File: config.mk
export PLATFORM = sky130hd
export DESIGN_NAME = ldm_decoder
export DESIGN_NICKNAME = d
export VERILOG_FILES = /design/src/hdl/ldm_pkg.sv /design/src/hdl/ldm_decoder.sv
export SDC_FILE = /design/constraint.sdc
export NUM_CORES = 1
export LEC_CHECK = 0
export ABC_AREA = 1
export BUFFER_PORTS_ARGS = -buffer_cell sky130_fd_sc_hd__buf_2
export CAP_MARGIN = 10
export CORE_ASPECT_RATIO = 1.25
export CORE_UTILIZATION = 38
export CTS_CLUSTER_SIZE = 16
export DETAILED_ROUTE_END_ITERATION = 10
export PLACE_DENSITY = 0.65
export SYNTH_ARGS = -nofsm -noshare
export SYNTH_HDL_FRONTEND = slang
export SYNTH_SLANG_ARGS = --single-unit
File: constraint.sdc
create_clock -name clk -period 2.45 [get_ports clk]
set_input_delay 0.49 -clock clk [delete_from_list [all_inputs] [get_ports clk]]
set_output_delay 0.49 -clock clk [all_outputs]
set_load 0.05 [all_outputs]
File: src/hdl/ldm_pkg.sv
// Purpose: Constants for the loop device message decoder
// Assumes: 11-bit frames, class in bits 10:8, payload in bits 7:0
// Notes: Register offsets are byte addresses on a 32-bit APB
package ldm_pkg;
  // Frame classes
  localparam logic [2:0] CLS_CMD = 3'h4;
  localparam logic [2:0] CLS_RDY = 3'h5;
  localparam logic [2:0] CLS_DATA = 3'h0;
  // Command payloads
  localparam logic [7:0] CMD_ADDR_NOP = 8'h00;
  localparam logic [7:0] CMD_SEL_CLEAR = 8'h04;
  localparam logic [7:0] CMD_PP_DISABLE = 8'h05;
  localparam logic [7:0] CMD_PP_UNCONFIG = 8'h15;
  localparam logic [7:0] CMD_ASYNC_EN = 8'h18;
  localparam logic [7:0] CMD_REMOTE_EN = 8'h92;
  localparam logic [7:0] CMD_NOT_REMOTE = 8'h93;
  localparam logic [2:0] GRP_LISTEN = 3'h1;
  localparam logic [2:0] GRP_TALK = 3'h2;
  localparam logic [2:0] GRP_SECOND = 3'h3;
  localparam logic [3:0] GRP_PP_CONFIG = 4'h8;
  localparam logic [2:0] GRP_UNIVERSAL = 3'h1;
  localparam logic [4:0] ADDR_ILLEGAL = 5'h1f;
  // Ready payloads
  localparam logic [7:0] RDY_FOR_CMD = 8'h00;
  localparam logic [7:0] RDY_END_OK = 8'h40;
  localparam logic [7:0] RDY_NOT_READY = 8'h42;
  localparam logic [7:0] RDY_SEND_DATA = 8'h60;
  localparam logic [7:0] RDY_SEND_ID = 8'h62;
  localparam logic [7:0] RDY_SEND_ACC = 8'h63;
  localparam logic [2:0] GRP_AUTO = 3'h4;
  localparam logic [2:0] GRP_EXT_SEC = 3'h6;
  localparam logic [2:0] GRP_MULT_PRIM = 3'h7;
  // Line end characters of the ID string
  localparam logic [7:0] CHAR_CR = 8'h0d;
  localparam logic [7:0] CHAR_LF = 8'h0a;
  localparam logic [2:0] ID_LAST = 3'h5;
  // APB map
  localparam logic [7:0] OFS_CTRL = 8'h00;
  localparam logic [7:0] OFS_STATUS = 8'h04;
  localparam logic [7:0] OFS_TXDATA = 8'h08;
  localparam logic [7:0] OFS_ACCID = 8'h0c;
  localparam logic [7:0] OFS_IDSTR = 8'h10;
  // Reset values
  localparam logic [17:0] RST_CTRL = 18'h0_7c00;
  localparam logic [7:0] RST_ACCID = 8'h00;
  localparam logic [31:0] RST_IDSTR = 32'h4c44_4d30;
  typedef enum logic [1:0] {
    TK_IDLE = 2'b00,
    TK_DATA = 2'b01,
    TK_ACC = 2'b10,
    TK_ID = 2'b11
  } ldm_talk_t;
endpackage : ldm_pkg

File: src/hdl/ldm_decoder.sv
// Purpose: Message decoder and responder for one device on a serial loop
// Assumes: One frame in per inValid pulse, answer one cycle later
// Notes: Software feeds talker bytes one at a time through TXDATA
`timescale 1ns/10ps
module ldm_decoder import ldm_pkg::*; (
  // Clock and reset
  input wire logic clk,
  input wire logic rst_n,
  // APB slave
  input wire logic psel,
  input wire logic penable,
  input wire logic pwrite,
  input wire logic [7:0] paddr,
  input wire logic [31:0] pwdata,
  output logic [31:0] prdata,
  output logic pready,
  output logic pslverr,
  // Loop frames
  input wire logic inValid,
  input wire logic [10:0] inFrame,
  output logic outValid,
  output logic [10:0] outFrame,
  // Device side
  output logic talkActive,
  output logic listenActive,
  output logic remoteCtl,
  output logic devClear
);

  typedef struct packed {
    logic talker;
    logic listener;
    logic remote;
    logic remEn;
    logic asyncMode;
    logic parallel_poll_configure;
    logic ppSense;
    logic [2:0] ppBit;
    logic pendT;
    logic pendL;
    logic autoDone;
    logic secDone;
    logic [17:0] ctrl;
    logic [7:0] txByte;
    logic txPend;
    logic [7:0] accId;
    logic [31:0] idStr;
    ldm_talk_t tk;
    logic stopReq;
    logic [2:0] idIdx;
    logic [10:0] outFrame;
    logic outValid;
    logic devClr;
    logic pready;
    logic pslverr;
    logic [31:0] prdata;
  } ldm_state_t;

  ldm_state_t st_ff;
  ldm_state_t nxt_st;

  // Control field positions inside ctrl
  function automatic logic [4:0] ctlPrim(input logic [17:0] c);
    ctlPrim = c[4:0];
  endfunction : ctlPrim

  function automatic logic [4:0] ctlSec(input logic [17:0] c);
    ctlSec = c[9:5];
  endfunction : ctlSec

  function automatic logic isRdy(input logic [10:0] f, input logic [7:0] code);
    isRdy = (f[10:8] == CLS_RDY) && (f[7:0] == code);
  endfunction : isRdy

  function automatic logic [10:0] dataFrame(input logic [7:0] b, input logic srq);
    dataFrame = {CLS_DATA[2:1], srq, b};
  endfunction : dataFrame

  logic twoByte, aaCap, multiCap, rlCap, canSrc, accCap, idCap, srq;
  assign twoByte = st_ff.ctrl[10];
  assign aaCap = st_ff.ctrl[11];
  assign multiCap = st_ff.ctrl[12];
  assign rlCap = st_ff.ctrl[13];
  assign canSrc = st_ff.ctrl[14];
  assign accCap = st_ff.ctrl[15];
  assign idCap = st_ff.ctrl[16];
  assign srq = st_ff.ctrl[17];

  logic [2:0] cls;
  logic [7:0] lo;
  logic [4:0] adr;
  logic isCmd, accWr, accRd;
  assign cls = inFrame[10:8];
  assign lo = inFrame[7:0];
  assign adr = inFrame[4:0];
  assign isCmd = cls == CLS_CMD;
  assign accWr = psel && penable && st_ff.pready && pwrite;
  assign accRd = psel && penable && !st_ff.pready;

  always_comb begin
    nxt_st = st_ff;
    nxt_st.outValid = 1'b0;
    nxt_st.devClr = 1'b0;
    // One wait state: pready rises in the second access cycle
    nxt_st.pready = accRd;
    nxt_st.pslverr = 1'b0;
    if (accRd) begin
      unique case (paddr)
        OFS_CTRL: nxt_st.prdata = {14'h0000, st_ff.ctrl};
        OFS_STATUS: nxt_st.prdata = {17'h0_0000, st_ff.secDone, st_ff.autoDone,
          st_ff.tk, st_ff.txPend, st_ff.asyncMode, st_ff.ppBit, st_ff.ppSense,
          st_ff.parallel_poll_configure, st_ff.remEn, st_ff.remote, st_ff.listener, st_ff.talker};
        OFS_TXDATA: nxt_st.prdata = {23'h00_0000, st_ff.txPend, st_ff.txByte};
        OFS_ACCID: nxt_st.prdata = {24'h00_0000, st_ff.accId};
        OFS_IDSTR: nxt_st.prdata = st_ff.idStr;
        default: begin
          nxt_st.prdata = 32'h0000_0000;
          nxt_st.pslverr = 1'b1;
        end
      endcase
    end
    if (accWr) begin
      unique case (paddr)
        OFS_CTRL: nxt_st.ctrl = pwdata[17:0];
        OFS_TXDATA: nxt_st.txByte = pwdata[7:0];
        OFS_ACCID: nxt_st.accId = pwdata[7:0];
        OFS_IDSTR: nxt_st.idStr = pwdata;
        default: ;
      endcase
    end
    if (inValid) begin
      nxt_st.outValid = 1'b1;
      nxt_st.outFrame = inFrame;
      // Pending primary match survives only the ready-for-command handshake
      if (!isRdy(inFrame, RDY_FOR_CMD)) begin
        nxt_st.pendT = 1'b0;
        nxt_st.pendL = 1'b0;
      end
      if (isCmd) begin
        if (lo[6:4] == GRP_UNIVERSAL) begin
          nxt_st.asyncMode = 1'b0;
        end
        if (lo == CMD_ASYNC_EN) begin
          nxt_st.asyncMode = 1'b1;
        end
        if (lo == CMD_NOT_REMOTE && rlCap) begin
          nxt_st.remote = 1'b0;
          nxt_st.remEn = 1'b0;
        end
        if (lo == CMD_REMOTE_EN && rlCap) begin
          nxt_st.remEn = 1'b1;
        end
        if (lo == CMD_PP_UNCONFIG) begin
          nxt_st.parallel_poll_configure = 1'b0;
        end
        if (st_ff.listener) begin
          if (lo == CMD_PP_DISABLE) begin
            nxt_st.parallel_poll_configure = 1'b0;
          end
          if (lo[7:4] == GRP_PP_CONFIG) begin
            nxt_st.parallel_poll_configure = 1'b1;
            nxt_st.ppSense = lo[3];
            nxt_st.ppBit = lo[2:0];
          end
          if (lo == CMD_SEL_CLEAR) begin
            nxt_st.devClr = 1'b1;
          end
        end
        unique case (lo[7:5])
          GRP_LISTEN: begin
            if (adr == ADDR_ILLEGAL) begin
              nxt_st.listener = 1'b0;
            end else if (adr == ctlPrim(st_ff.ctrl)) begin
              if (twoByte) begin
                nxt_st.pendL = 1'b1;
              end else begin
                nxt_st.listener = 1'b1;
                nxt_st.remote = st_ff.remote | st_ff.remEn;
              end
            end
          end
          GRP_TALK: begin
            if (adr == ctlPrim(st_ff.ctrl) && adr != ADDR_ILLEGAL) begin
              if (twoByte) begin
                nxt_st.pendT = 1'b1;
              end else begin
                nxt_st.talker = 1'b1;
              end
            end else begin
              nxt_st.talker = 1'b0;
              nxt_st.tk = TK_IDLE;
            end
          end
          GRP_SECOND: begin
            if (twoByte && adr != ADDR_ILLEGAL && adr == ctlSec(st_ff.ctrl)) begin
              if (st_ff.pendT) begin
                nxt_st.talker = 1'b1;
              end
              if (st_ff.pendL) begin
                nxt_st.listener = 1'b1;
                nxt_st.remote = st_ff.remote | st_ff.remEn;
              end
            end else if (twoByte) begin
              nxt_st.talker = 1'b0;
              nxt_st.tk = TK_IDLE;
            end
          end
          default: ;
        endcase
      end else if (cls == CLS_RDY) begin
        unique case (lo[7:5])
          GRP_AUTO: begin
            if (aaCap && !st_ff.autoDone && adr != ADDR_ILLEGAL) begin
              nxt_st.ctrl[4:0] = adr;
              nxt_st.autoDone = 1'b1;
              nxt_st.outFrame = {inFrame[10:5], 5'(adr + 5'h01)};
            end
          end
          GRP_EXT_SEC: begin
            if (multiCap && !st_ff.secDone && adr != ADDR_ILLEGAL) begin
              nxt_st.ctrl[9:5] = adr;
              nxt_st.secDone = 1'b1;
              nxt_st.outFrame = {inFrame[10:5], 5'(adr + 5'h01)};
            end
          end
          GRP_MULT_PRIM: begin
            if (multiCap && !st_ff.autoDone && adr != ADDR_ILLEGAL) begin
              nxt_st.ctrl[4:0] = adr;
              nxt_st.autoDone = 1'b1;
              nxt_st.outFrame = {inFrame[10:5], 5'(adr + 5'h01)};
            end
          end
          default: ;
        endcase
        if (st_ff.talker && st_ff.tk == TK_IDLE) begin
          if (lo == RDY_SEND_DATA && canSrc) begin
            nxt_st.stopReq = 1'b0;
            if (st_ff.txPend) begin
              // An unsent byte left by an interruption is sent first
              nxt_st.outFrame = dataFrame(st_ff.txByte, srq);
              nxt_st.txPend = 1'b0;
              nxt_st.tk = TK_DATA;
            end else begin
              nxt_st.outFrame = {CLS_RDY, RDY_END_OK};
            end
          end
          if (lo == RDY_SEND_ACC && accCap) begin
            nxt_st.outFrame = dataFrame(st_ff.accId, srq);
            nxt_st.tk = TK_ACC;
          end
          if (lo == RDY_SEND_ID && idCap) begin
            nxt_st.outFrame = dataFrame(st_ff.idStr[31:24], srq);
            nxt_st.idIdx = 3'h1;
            nxt_st.tk = TK_ID;
          end
        end
        if (lo == RDY_NOT_READY && st_ff.tk != TK_IDLE) begin
          nxt_st.stopReq = 1'b1;
        end
      end else if (!inFrame[10] && st_ff.tk != TK_IDLE) begin
        // Own frame has come round: source the next one in its place
        nxt_st.outFrame = {CLS_RDY, RDY_END_OK};
        nxt_st.tk = TK_IDLE;
        nxt_st.stopReq = 1'b0;
        if (st_ff.tk == TK_DATA && !st_ff.stopReq && st_ff.txPend) begin
          nxt_st.outFrame = dataFrame(st_ff.txByte, srq);
          nxt_st.txPend = 1'b0;
          nxt_st.tk = TK_DATA;
        end
        if (st_ff.tk == TK_ID && !st_ff.stopReq && st_ff.idIdx <= ID_LAST) begin
          unique case (st_ff.idIdx)
            3'h1: nxt_st.outFrame = dataFrame(st_ff.idStr[23:16], srq);
            3'h2: nxt_st.outFrame = dataFrame(st_ff.idStr[15:8], srq);
            3'h3: nxt_st.outFrame = dataFrame(st_ff.idStr[7:0], srq);
            3'h4: nxt_st.outFrame = dataFrame(CHAR_CR, srq);
            default: nxt_st.outFrame = dataFrame(CHAR_LF, srq);
          endcase
          nxt_st.idIdx = 3'(st_ff.idIdx + 3'h1);
          nxt_st.tk = TK_ID;
        end
      end else if (inFrame[10:9] == 2'b11 && st_ff.parallel_poll_configure && srq == st_ff.ppSense) begin
        nxt_st.outFrame[st_ff.ppBit] = 1'b1;
      end
    end
    // A new byte from software wins over consumption in the same cycle
    if (accWr && paddr == OFS_TXDATA) begin
      nxt_st.txPend = 1'b1;
    end
  end

  always_ff @(posedge clk or negedge rst_n) begin
    if (!rst_n) begin
      st_ff <= '0;
      st_ff.ctrl <= RST_CTRL;
      st_ff.accId <= RST_ACCID;
      st_ff.idStr <= RST_IDSTR;
    end else begin
      st_ff <= nxt_st;
    end
  end

  assign prdata = st_ff.prdata;
  assign pready = st_ff.pready;
  assign pslverr = st_ff.pslverr;
  assign outValid = st_ff.outValid;
  assign outFrame = st_ff.outFrame;
  assign talkActive = st_ff.talker;
  assign listenActive = st_ff.listener;
  assign remoteCtl = st_ff.remote;
  assign devClear = st_ff.devClr;
endmodule : ldm_decoder

==> results.txt, run 1 <==
----------------------------------------------------
[Drt]
  Post-detailed-route DRC marker count ... 0
  Total number of vias ... 7585
  Final ANT Viol Nets ... 0
  First-pass iteration count of the detailed router ... 5
  Number of vias per cell after detailed routing ... about 5.2
  Routed length per instance ... 18.2 um
  Initial drt markers ... 723
  Routed wire length ... between 20 and 30 mm

[Yosys]
  Cell variety after synth ... 49
  Post-synthesis async set-or-reset flop share ... 100%
  Yosys top cell area share ... 37.3%
  Net Count, Synth ... 1147
  Most frequently used cell type in the post-synthesis netlist ... nand2_1
  Mean cell area of the mapped netlist ... 7.32 um2
  Warnings, synthesis ... 0
  Sequential area share after synthesis ... ~43%
  EDFF count, synth ... 0
  Netlist area before placement ... slightly below 8000 um2
  Top cells by count, synth ... nand2_1, dfrtp_1, nor2_1
  Largest area contributor in the synthesized netlist ... dfrtp_1
  Primary FF master, synth ... dfrtp_1
  Main area contributors after synthesis ... dfrtp_1, nand2_1, o21ai_0
  Mapped Cells ... 1080
  Number of storage elements in the synthesis netlist ... roughly 130

[Run]
  Max-cap check violation count ... 0

[CTS]
  Buffers inserted during post-CTS setup optimization ... 0
  # hold bufs at CTS ... 0
  Root Buffer Master ... clkbuf_16
  CTS tree ... built
  Number of clock buffers inserted by TritonCTS ... 17
  Number of sinks driven by the clock tree ... about 130
  Maximum buffer depth of the clock tree ... 2
  Clock-pin slew on the worst setup and hold paths ... 70 ps
  Clock latency at the later pin of the worst-skew pair ... 440 ps
  Maximum level of the CTS H-tree ... 4
  Post-CTS sizing ... 0

[Global route]
  Vias in the first global route ... 7494
  Number of antenna violations at the first check in global routing ... 0
  Wire length of the first global-routing pass ... 41.1 mm
  Overflow left after global routing ... 0
  Pin count of the biggest net entering global routing ... slightly below 60
  All-layer global routing usage ... 26.1%

[Final layout]
  Largest reg by FF count ... st_ff
  Sequential standard cell area ... approximately 3400 um2
  Multi-input combinational cell area ... 3630 um2
  Number of non-filler instances in the completed layout ... 1451
  Area added between synthesis and finish ... 15.9%
  Final Core Density ... 45.3%
  Layout filler cell count ... roughly 2100
  Flip-flop count of the largest register after layout ... 77
  Share of post-route cells with drive strength above 1 ... a little under 20%
  Antenna diode count ... 0
  Nets ... about 1200

[Setup path]
  Data required time at the worst endpoint ... 2770 ps
  Startpoint-to-endpoint class of the critical path ... flip-flop to flip-flop
  Chain of cells forming the critical path ... inv_1 > ha_1 > nor2_1 > nand2_1 > nand2_1 > clkinv_1 > o21ai_0 > nand3_1 > a21oi_1 > nand2_1 > nand2_1 > nand2_1
  Highest cell delay on the worst timing path ... between 300 and 400 ps
  Arrival time of data at the critical path endpoint ... 2500 ps
  Most prevalent standard cell on the critical path ... nand2_1
  Crit path launch type ... flip-flop
  Kind of capture point of the worst setup path ... flip-flop
  Slowest cell on crit path ... dfrtp_1
  Maximum fanout along the worst path ... 9

[Hold path]
  Path class of the lowest-slack min-delay path ... primary input to asynchronous set/reset pin

[Timing]
  FMAX ... 460 MHz
  Count of endpoints failing hold in the final timing report ... 0
  Max_slew headroom ... 57.1%
  Total setup violations reported at the end of the flow ... 0
  Total negative setup slack ... 0 ps
  Post-Route Skew ... 11.1 ps
  Final critical delay including setup and external delays ... 2180 ps
  RSZ-0062 raised after global routing ... false
  Max-slew violation total from the final report ... 0
  Final worst-path cycle share ... 88.8%
  Setup ws final ... 274 ps
  Pin slew with the least headroom to its limit ... 642 ps

[Power and ir drop]
  Leakage power ... 4.58 nW
  Max rail drop VDD ... ~0.46 mV
  Total power divided by cell area ... just over 600 nW/um2
  Pwr Total ... 0.00556 W

[Placement]
  Hpwl dp ... 20.6 mm
  Gp weighted congestion ... around 0.95
  Buffers on Ports ... approximately 110
  Post-placement cell count ... 1419
  Pre-CTS setup slack ... 69.2 ps

[Floorplan]
  Die Height ... 163 um
  Initial core utilization ... 39.1%
  Die footprint ... roughly 21000 um2
  X dimension of the die ... 131 um
  Cell Rows ... 58
  Placeable Area ... around 20000 um2
  I/O pin count ... around 110

[Outcome]
  Status ... complete, no violations

----------------------------------------------------
-- kinds of logic (layout without fill, tap and decap cells) --
| kind of cell | Yosys count | after routing | synth area share [%] |
|---|---|---|---|
| mux | 2 | 2 | 0.285 |
| compound gates | 202 | 202 | 14.6 |
| flops | 134 | 134 | 42.6 |
| simple gates | 536 | 536 | 28.7 |
| fa+ha+maj | 10 | 10 | 1.58 |
| xor+xnor | 6 | 6 | 0.664 |
| buf+inv | 190 | 291 | 11.5 |
-- placed cells by master, fill, tap and decap left out, types with 3 or more instances in the layout --
cell       netlist  layout
a21oi_1         43      43
buf_2            8     105
buf_4           47      34
clkbuf_16        0      17
clkinv_1         6       6
dfrtp_1        118     118
dfstp_2         16      16
ha_1            10      10
inv_1          105     105
inv_2            7       7
inv_6            0       6
inv_8            0       6
nand2_1        320     320
nand2_2          5       5
nand3_1         61      61
nand3b_1         4       4
nand4_1         13      13
nor2_1         108     108
nor2_2           9       9
nor3_1           6       6
o211ai_1        16      16
o21ai_0        105     105
o21ai_2          8       8
o22ai_1          8       8
o31ai_1          3       3
o32ai_1          4       4
xor2_1           5       5
-- report_power, final --
group          switching (W)  internal, W  leakage, nW
combinational       0.000520     0.000190         2.60
sequential         0.0000456      0.00227         1.70
clock                0.00117      0.00136        0.288
total                0.00173      0.00382         4.58
-- worst max-delay path: cells and delay by family (launching register included) --
kind                     cells  cell delay [ps]
AND/OR/NAND/NOR              7              690
AO/OA/AOI/OAI                2              400
buffers and inverters        2              380
flip-flops                   1              370
adder cells (fa/ha/maj)      1              220
-- area by class of cell --
class | count | area share [%]
Multi-Input combinational cell | 756 | 39.6
Sequential cell | 134 | 36.8
Timing Repair Buffer | 141 | 8.86
Inverter | 118 | 4.83
Clock buffer | 17 | 4.64
Tap cell | 270 | 3.68
Clock inverter | 15 | 1.64
-- path summary, 6_finish.rpt --
check                                  startpoint                       to  slack [ps]  cells past startpoint
max                         st_ff[48]$_DFFE_PN0P_  outFrame[7]$_DFFE_PN0P_         270                     12
min                                         rst_n   prdata[16]$_DFFE_PN0P_          20                      1
max reg2reg                 st_ff[48]$_DFFE_PN0P_  outFrame[7]$_DFFE_PN0P_         270                     12
min reg2reg                prdata[31]$_DFFE_PN0P_   prdata[31]$_DFFE_PN0P_         480                      2
max in group asynchronous                   rst_n    st_ff[80]$_DFFE_PN1P_        1610                      2
min in group clk                       pwdata[30]    st_ff[83]$_DFFE_PN1P_         300                      3
-- per-layer routing --
| layer | wire (um) | vias to the layer above | part of all wire [%] | global-route usage, % |
|---|---|---|---|---|
| met5 | 0 | - | 0 | 0 |
| met4 | 1410 | 0 | 5.3 | 15.0 |
| met3 | 1630 | 76 | 6.2 | 4.55 |
| met2 | 12400 | 329 | 47 | 41.5 |
| met1 | 11000 | 3534 | 41 | 33.1 |
| li1 | - | 3646 | - | - |
-- metrics by stage --
step	hold WS [ps]	cell area [um2]
after floorplan	194	7910
after global placement	459	8590
after detailed placement	469	8590
after CTS	49.3	9170
after global routing	55.2	9170
final	15.6	9170
Power figures use the tool's default switching activity.
==> inputs of run 2 (changes only) <==
--- a/config.mk
+++ b/config.mk
@@ -12,6 +12,7 @@
 export CORE_UTILIZATION = 38
 export CTS_CLUSTER_SIZE = 16
 export DETAILED_ROUTE_END_ITERATION = 10
+export HOLD_SLACK_MARGIN = 0.12
 export PLACE_DENSITY = 0.65
 export SYNTH_ARGS = -nofsm -noshare
 export SYNTH_HDL_FRONTEND = slang
==> results.txt, run 2 (synthesis gave the netlist of run 1 again) <==
----------------------------------------------------
[Floorplan]
  I/O pin count ... 107 (unchanged)
  Initial core utilization ... 39.1% (unchanged)
  Cell Rows ... 58 (unchanged)
  Die Height ... 163 um (unchanged)
  Placeable Area ... 20200 um2 (unchanged)
  X dimension of the die ... 131 um (unchanged)
  Die footprint ... 21400 um2 (unchanged)

[Timing]
  Post-Route Skew ... 10.2 ps (-0.854 ps)
  Pin slew with the least headroom to its limit ... 632 ps (-9.50 ps)
  Max-slew violation total from the final report ... 0 (unchanged)
  Final worst-path cycle share ... 88.2% (-0.62 points)
  Max_slew headroom ... 57.7% (+0.64 points)
  RSZ-0062 raised after global routing ... false
  Setup ws final ... 289 ps (+15.3 ps)
  Total setup violations reported at the end of the flow ... 0 (unchanged)
  FMAX ... 463 MHz (+0.71%)
  Final critical delay including setup and external delays ... 2160 ps (-15.3 ps)
  Total negative setup slack ... 0 ps (unchanged)
  Count of endpoints failing hold in the final timing report ... 0 (unchanged)

[Power and ir drop]
  Pwr Total ... 0.00556 W (about the same)
  Max rail drop VDD ... 0.459 mV (-0.73%)
  Total power divided by cell area ... 606 nW/um2 (about the same)
  Leakage power ... 4.58 nW (about the same)

[Setup path]
  Worst setup path startpoint ... st_ff[48]$_DFFE_PN0P_
  Count of buffering cells on the critical path with inverters included ... 2 (unchanged)
  Arrival time of data at the critical path endpoint ... 2480 ps (-20 ps)
  Number of cell instances on the worst register-to-register path ... 12 (unchanged)
  Slowest cell on crit path ... dfrtp_1
  Worst reg2reg path startpoint ... st_ff[48]$_DFFE_PN0P_
  End of the worst register-to-register path ... outFrame[7]$_DFFE_PN0P_
  Data required time at the worst endpoint ... 2770 ps (about the same)
  Largest delay share family, worst path ... simple AND/OR/NAND/NOR gates
  Chain of cells forming the critical path ... inv_1 > ha_1 > nor2_1 > nand2_1 > nand2_1 > clkinv_1 > o21ai_0 > nand3_1 > a21oi_1 > nand2_1 > nand2_1 > nand2_1
  Maximum fanout along the worst path ... 9 (unchanged)
  Crit path launch type ... flip-flop
  Kind of capture point of the worst setup path ... flip-flop
  Most prevalent standard cell on the critical path ... nand2_1
  Internal reg-to-reg setup slack ... 290 ps (+20 ps)
  Startpoint-to-endpoint class of the critical path ... flip-flop to flip-flop
  Highest cell delay on the worst timing path ... 370 ps (about the same)

[Final layout]
  Final non-filler cell area ... 9180 um2 (+0.11%)
  Flip-flop count of the largest register after layout ... 77 (unchanged)
  Area added between synthesis and finish ... 16.1%
  Share of post-route cells with drive strength above 1 ... 19.5% (about the same)
  Most common library cell in the layout ignoring fill and taps ... nand2_1
  Antenna diode count ... 0 (unchanged)
  Number of non-filler instances in the completed layout ... 1452 (+0.069%)
  Commonest non-fill, non-tap cells in the layout ... nand2_1, dfrtp_1, nor2_1
  Largest reg by FF count ... st_ff
  Nets ... 1236 (+0.081%)

[Global route]
  Overflow left after global routing ... 0 (unchanged)
  Number of antenna violations at the first check in global routing ... 0 (unchanged)
  All-layer global routing usage ... 26.1% (about the same)
  Vias in the first global route ... 7497 (+0.040%)
  Wire length of the first global-routing pass ... 41.1 mm (about the same)
  Pin count of the biggest net entering global routing ... 58 (unchanged)

[Hold path]
  Path class of the lowest-slack min-delay path ... primary input to flip-flop
  Hold endpoint ... st_ff[83]$_DFFE_PN1P_
  Hold path cells ... 3
  Start point of the worst hold path ... pwdata[30]

[CTS]
  Maximum level of the CTS H-tree ... 4 (unchanged)
  Clock-pin slew on the worst setup and hold paths ... 70 ps (about the same)
  Clock latency at the later pin of the worst-skew pair ... 430 ps (about the same)
  Number of sinks driven by the clock tree ... 134 (unchanged)
  Number of clock buffers inserted by TritonCTS ... 17 (unchanged)
  Root Buffer Master ... clkbuf_16
  Buffers inserted during post-CTS setup optimization ... 0 (unchanged)
  Maximum buffer depth of the clock tree ... 2 (unchanged)
  CTS tree ... built

[Placement]
  Hpwl dp ... 20.6 mm (unchanged)
  Pre-CTS setup slack ... 69.2 ps (unchanged)
  Gp weighted congestion ... 0.948 (unchanged)
  Buffers on Ports ... 106 (unchanged)
  Post-placement cell count ... 1419 (unchanged)
  Area after detailed placement ... 8590 um2 (unchanged)

[Drt]
  DRT met1 WL ... 11.0 mm (+0.55%)
  Initial drt markers ... 687 (-5.0%)
  Routed wire length ... 26.4 mm (-0.24%)
  Total number of vias ... 7587 (+0.026%)
  Number of vias per cell after detailed routing ... 5.23 (about the same)
  First-pass iteration count of the detailed router ... 7 (+2)
  Final ANT Viol Nets ... 0 (unchanged)
  Post-detailed-route DRC marker count ... 0 (unchanged)
  Met2 routed wirelength ... 12.4 mm (-0.43%)
  Routed length per instance ... 18.2 um (-0.31%)
  Met3 wire length ... 1.54 mm (-5.3%)
  Topmost layer with routed signal wires ... met4

[Outcome]
  Status ... complete, no violations

[Run]
  Max-cap check violation count ... 0 (unchanged)

----------------------------------------------------
==> run 2: cell type report <==
cell class	count	area, um2
clock inverters	15	150
well taps	270	338
repair buffers	142	822
clock buffers	17	425
fillers	2064	11100
flip-flops and latches	134	3370
inverters	118	443
multi-input cells	756	3630
==> run 2: metrics by stage <==
step	utilization, %	hold slack [ps]
global placement	42.4	459
global route	45.3	309
finish	45.3	298
floorplan	-	194
detailed placement	42.4	469
CTS	45.3	286
==> run 2: timing repair <==
item                                   CTS  global route
endpoints found under the hold margin   50             0
resized for setup                        0             0
hold buffers                             1             0
==> run 2: how the worst max path moves through the flow <==
stage                                    to  slack, ps  depth (start not counted)
global route        outFrame[7]$_DFFE_PN0P_        140                         12
global placement    outFrame[3]$_DFFE_PN0P_        110                         16
floorplan           outFrame[3]$_DFFE_PN0P_        420                         15
detailed placement  outFrame[3]$_DFFE_PN0P_         70                         16
finish              outFrame[7]$_DFFE_PN0P_        290                         12
CTS                 outFrame[7]$_DFFE_PN0P_        250                         12
==> run 2: metal layers <==
| metal | up-vias | global-route usage (%) |
|---|---|---|
| met1 | 3561 | 33.1 |
| met5 | - | 0 |
| met2 | 297 | 41.5 |
| met3 | 80 | 4.55 |
| met4 | 0 | 15.0 |
| li1 | 3649 | - |
==> run 2: worst reg2reg max path, cell delays in order (launching register included) <==
cell,delay [ps]
dfrtp_1,370
inv_1,90
ha_1,220
nor2_1,110
nand2_1,70
nand2_1,200
clkinv_1,280
o21ai_0,180
nand3_1,110
a21oi_1,220
nand2_1,90
nand2_1,60
nand2_1,50
==> run 2: where the power goes <==
part	switching [W]	internal (W)
registers	0.0000455	0.00227
logic	0.000520	0.000191
clock network	0.00117	0.00136
==> inputs of run 3 (changes only) <==
--- a/config.mk
+++ b/config.mk
@@ -8,12 +8,13 @@
 export ABC_AREA = 1
 export BUFFER_PORTS_ARGS = -buffer_cell sky130_fd_sc_hd__buf_2
 export CAP_MARGIN = 10
-export CORE_ASPECT_RATIO = 1.25
+export CORE_ASPECT_RATIO = 0.75
 export CORE_UTILIZATION = 38
 export CTS_CLUSTER_SIZE = 16
 export DETAILED_ROUTE_END_ITERATION = 10
 export HOLD_SLACK_MARGIN = 0.12
 export PLACE_DENSITY = 0.65
+export RECOVER_POWER = 50
 export SYNTH_ARGS = -nofsm -noshare
 export SYNTH_HDL_FRONTEND = slang
 export SYNTH_SLANG_ARGS = --single-unit
==> constraint.sdc (replaced) <==
create_clock -name clk -period 2.1 [get_ports clk]
set_input_delay 0.42 -clock clk [delete_from_list [all_inputs] [get_ports clk]]
set_output_delay 0.42 -clock clk [all_outputs]
set_load 0.05 [all_outputs]
==> results.txt, run 3 (synthesis gave the netlist of run 1 again) <==
----------------------------------------------------
[Outcome]
  Status ... complete, no violations

[Drt]
  Post-detailed-route DRC marker count ... 0 (unchanged)
  First-pass iteration count of the detailed router ... 6 (-1)
  Final ANT Viol Nets ... 0 (unchanged)
  Routed length per instance ... 17.9 um (-1.4%)
  Initial drt markers ... 739 (+7.6%)
  Routed wire length ... 27.1 mm (+2.7%)
  Total number of vias ... 7801 (+2.8%)
  Number of vias per cell after detailed routing ... 5.16 (-1.3%)

[Final layout]
  Final non-filler cell area ... 9570 um2 (+4.3%)
  Nets ... 1285 (+4.0%)
  Share of post-route cells with drive strength above 1 ... 21.8% (+2.3 points)
  Antenna diode count ... 0 (unchanged)
  Area added between synthesis and finish ... 21.0%
  Largest reg by FF count ... st_ff
  Layout filler cell count ... 2019 (-2.2%)
  Commonest non-fill, non-tap cells in the layout ... nand2_1, dfrtp_1, nor2_1
  Most common library cell in the layout ignoring fill and taps ... nand2_1
  Multi-input combinational cell area ... 3610 um2 (-0.45%)
  Flip-flop count of the largest register after layout ... 77 (unchanged)
  Sequential standard cell area ... 3370 um2 (unchanged)
  Number of non-filler instances in the completed layout ... 1513 (+4.2%)

[Global route]
  Vias in the first global route ... 7472 (-0.33%)
  Number of antenna violations at the first check in global routing ... 0 (unchanged)
  Overflow left after global routing ... 0 (unchanged)
  Wire length of the first global-routing pass ... 42.6 mm (+3.5%)
  All-layer global routing usage ... 26.5% (+0.39 points)
  Pin count of the biggest net entering global routing ... 55 (-5.2%)

[Placement]
  Buffers on Ports ... 106 (unchanged)
  Area after detailed placement ... 9010 um2 (+4.9%)
  Pre-CTS setup slack ... -284 ps (-353 ps)
  Gp weighted congestion ... 0.982 (+3.6%)
  Hpwl dp ... 21.2 mm (+3.0%)
  Post-placement cell count ... 1480 (+4.3%)

[Power and ir drop]
  Clock power share ... 46.1% (+0.5 points)
  Logic pwr share ... 13.2% (+0.4 points)
  Pwr Total ... 0.00665 W (+20%)
  Total internal power ... 0.00476 W (+24%)
  Net Switching ... 0.00189 W (+8.9%)
  Leakage power ... 4.81 nW (+4.8%)
  Share of total power consumed by net switching ... 28.5% (-2.8 points)
  Sequential share of power ... 40.7% (-1.0 points)
  Total power divided by cell area ... 694 nW/um2 (+15%)
  Max rail drop VDD ... 0.380 mV (-17%)

[CTS]
  CTS tree ... built
  Number of clock buffers inserted by TritonCTS ... 17 (unchanged)
  Clock latency at the later pin of the worst-skew pair ... 440 ps (about the same)
  Maximum level of the CTS H-tree ... 4 (unchanged)
  Clock-pin slew on the worst setup and hold paths ... 60 ps (about the same)
  Root Buffer Master ... clkbuf_16
  Number of sinks driven by the clock tree ... 134 (unchanged)
  Buffers inserted during post-CTS setup optimization ... 0 (unchanged)
  Maximum buffer depth of the clock tree ... 2 (unchanged)

[Setup path]
  Crit path launch type ... flip-flop
  Arrival time of data at the critical path endpoint ... 2230 ps (-250 ps)
  Number of cell instances on the worst register-to-register path ... 8 (-4)
  Kind of capture point of the worst setup path ... flip-flop
  Internal reg-to-reg setup slack ... 210 ps (-80 ps)
  Highest cell delay on the worst timing path ... 470 ps (+100 ps)
  End of the worst register-to-register path ... st_ff[48]$_DFFE_PN0P_
  Slowest cell on crit path ... dfrtp_1
  Maximum fanout along the worst path ... 8 (-1)
  Worst reg2reg path startpoint ... st_ff[52]$_DFFE_PN0P_
  Chain of cells forming the critical path ... nor2_2 > nor2_2 > o21ai_0 > nor2_1 > nand2_1 > a21oi_2 > nand3_1 > o21ai_0
  Data required time at the worst endpoint ... 2440 ps (-330 ps)
  Startpoint-to-endpoint class of the critical path ... flip-flop to flip-flop
  Largest delay share family, worst path ... simple AND/OR/NAND/NOR gates
  Count of buffering cells on the critical path with inverters included ... 0 (-2)

[Hold path]
  Path class of the lowest-slack min-delay path ... primary input to flip-flop
  Start point of the worst hold path ... pwdata[11]
  Hold path cells ... 3 (unchanged)
  Hold endpoint ... st_ff[64]$_DFFE_PN1P_

[Timing]
  Max-slew violation total from the final report ... 0 (unchanged)
  Count of endpoints failing hold in the final timing report ... 0 (unchanged)
  Setup ws final ... 208 ps (-81.2 ps)
  RSZ-0062 raised after global routing ... false
  Pin slew with the least headroom to its limit ... 1080 ps (+452 ps)
  Max_slew headroom ... 27.7% (-30 points)
  Total setup violations reported at the end of the flow ... 0 (unchanged)
  Final critical delay including setup and external delays ... 1890 ps (-269 ps)
  Post-Route Skew ... 11.9 ps (+1.64 ps)
  FMAX ... 529 MHz (+14%)
  Post-Route Hold Slack ... 217 ps (-81.4 ps)
  Final worst-path cycle share ... 90.1% (+1.9 points)

[Floorplan]
  Initial core utilization ... 38.9% (-0.15 points)
  Placeable Area ... 20300 um2 (+0.39%)
  I/O pin count ... 107 (unchanged)
  Die footprint ... 21400 um2 (about the same)
  X dimension of the die ... 169 um (+29%)
  Cell Rows ... 45 (-22%)
  Die Height ... 127 um (-22%)

[Run]
  Max-cap check violation count ... 0 (unchanged)

----------------------------------------------------
## run 3: changes by cell type in the layout (fill, tap and decap cells not counted), moves of 3 or more
cell | previous run | this run
nor2_1 | 108 | 111
nand2_2 | 5 | 2
buf_4 | 34 | 76
clkbuf_1 | 0 | 6
inv_8 | 6 | 0
clkinvlp_4 | 0 | 4
nor2_2 | 9 | 6
clkbuf_8 | 0 | 3
nand2_1 | 320 | 323
inv_6 | 6 | 2
## run 3: tightest hold or removal path: stages
cell	delay [ps]
buf_2	90
inv_1	60
o21ai_0	80
## run 3: cell type report
class | instances | share of cell area (%)
sequential | 134 | 35.2
clock buffer | 22 | 4.95
inverter | 118 | 4.63
clock inverter | 10 | 1.27
timing repair buffer | 191 | 12.5
multi-input combinational | 756 | 37.7
tap | 282 | 3.69
## run 3: metrics by stage
step	setup TNS [ps]	util, %
after floorplan	0	-
after global placement	-1880	44.4
after detailed placement	-2760	44.4
after CTS	0	47.3
after global routing	0	47.1
final	0	47.1
## run 3: timing repair
action | in CTS | in global routing
hold buffers | 1 | 0
gates resized for setup | 0 | 7
hold endpoints to repair | 30 | 0
setup endpoints to repair | 0 | 9
## run 3: worst max path at each step
stage | startpoint | end | slack [ps] | depth (start not counted)
finish | st_ff[52]$_DFFE_PN0P_ | st_ff[48]$_DFFE_PN0P_ | 210 | 8
global route | st_ff[48]$_DFFE_PN0P_ | outFrame[2]$_DFFE_PN0P_ | 30 | 14
global placement | inFrame[0] | outFrame[4]$_DFFE_PN0P_ | -280 | 15
floorplan | inFrame[0] | outFrame[3]$_DFFE_PN0P_ | 140 | 15
CTS | st_ff[52]$_DFFE_PN0P_ | outFrame[0]$_DFFE_PN0P_ | 100 | 9
detailed placement | inFrame[0] | outFrame[4]$_DFFE_PN0P_ | -280 | 15
## run 3: metal layers
| layer | share of wire [%] | global-route usage (%) | routed length (um) |
|---|---|---|---|
| met5 | 0 | 0 | 0 |
| met3 | 10 | 7.61 | 2700 |
| met1 | 45 | 37.5 | 12300 |
| met2 | 43 | 39.2 | 11600 |
| met4 | 2.0 | 7.59 | 552 |
## run 3: power by group through the flow
stage | Clock (W) | Combinational [W] | Sequential, W
5_1_grt | 0.00321 | 0.000952 | 0.00271
2_1_floorplan | 0 | 0.000563 | 0.00274
3_3_place_gp | 0 | 0.000874 | 0.00275
6_report | 0.00307 | 0.000876 | 0.00270
3_5_place_dp | 0 | 0.000874 | 0.00275
4_1_cts | 0.00309 | 0.000879 | 0.00271
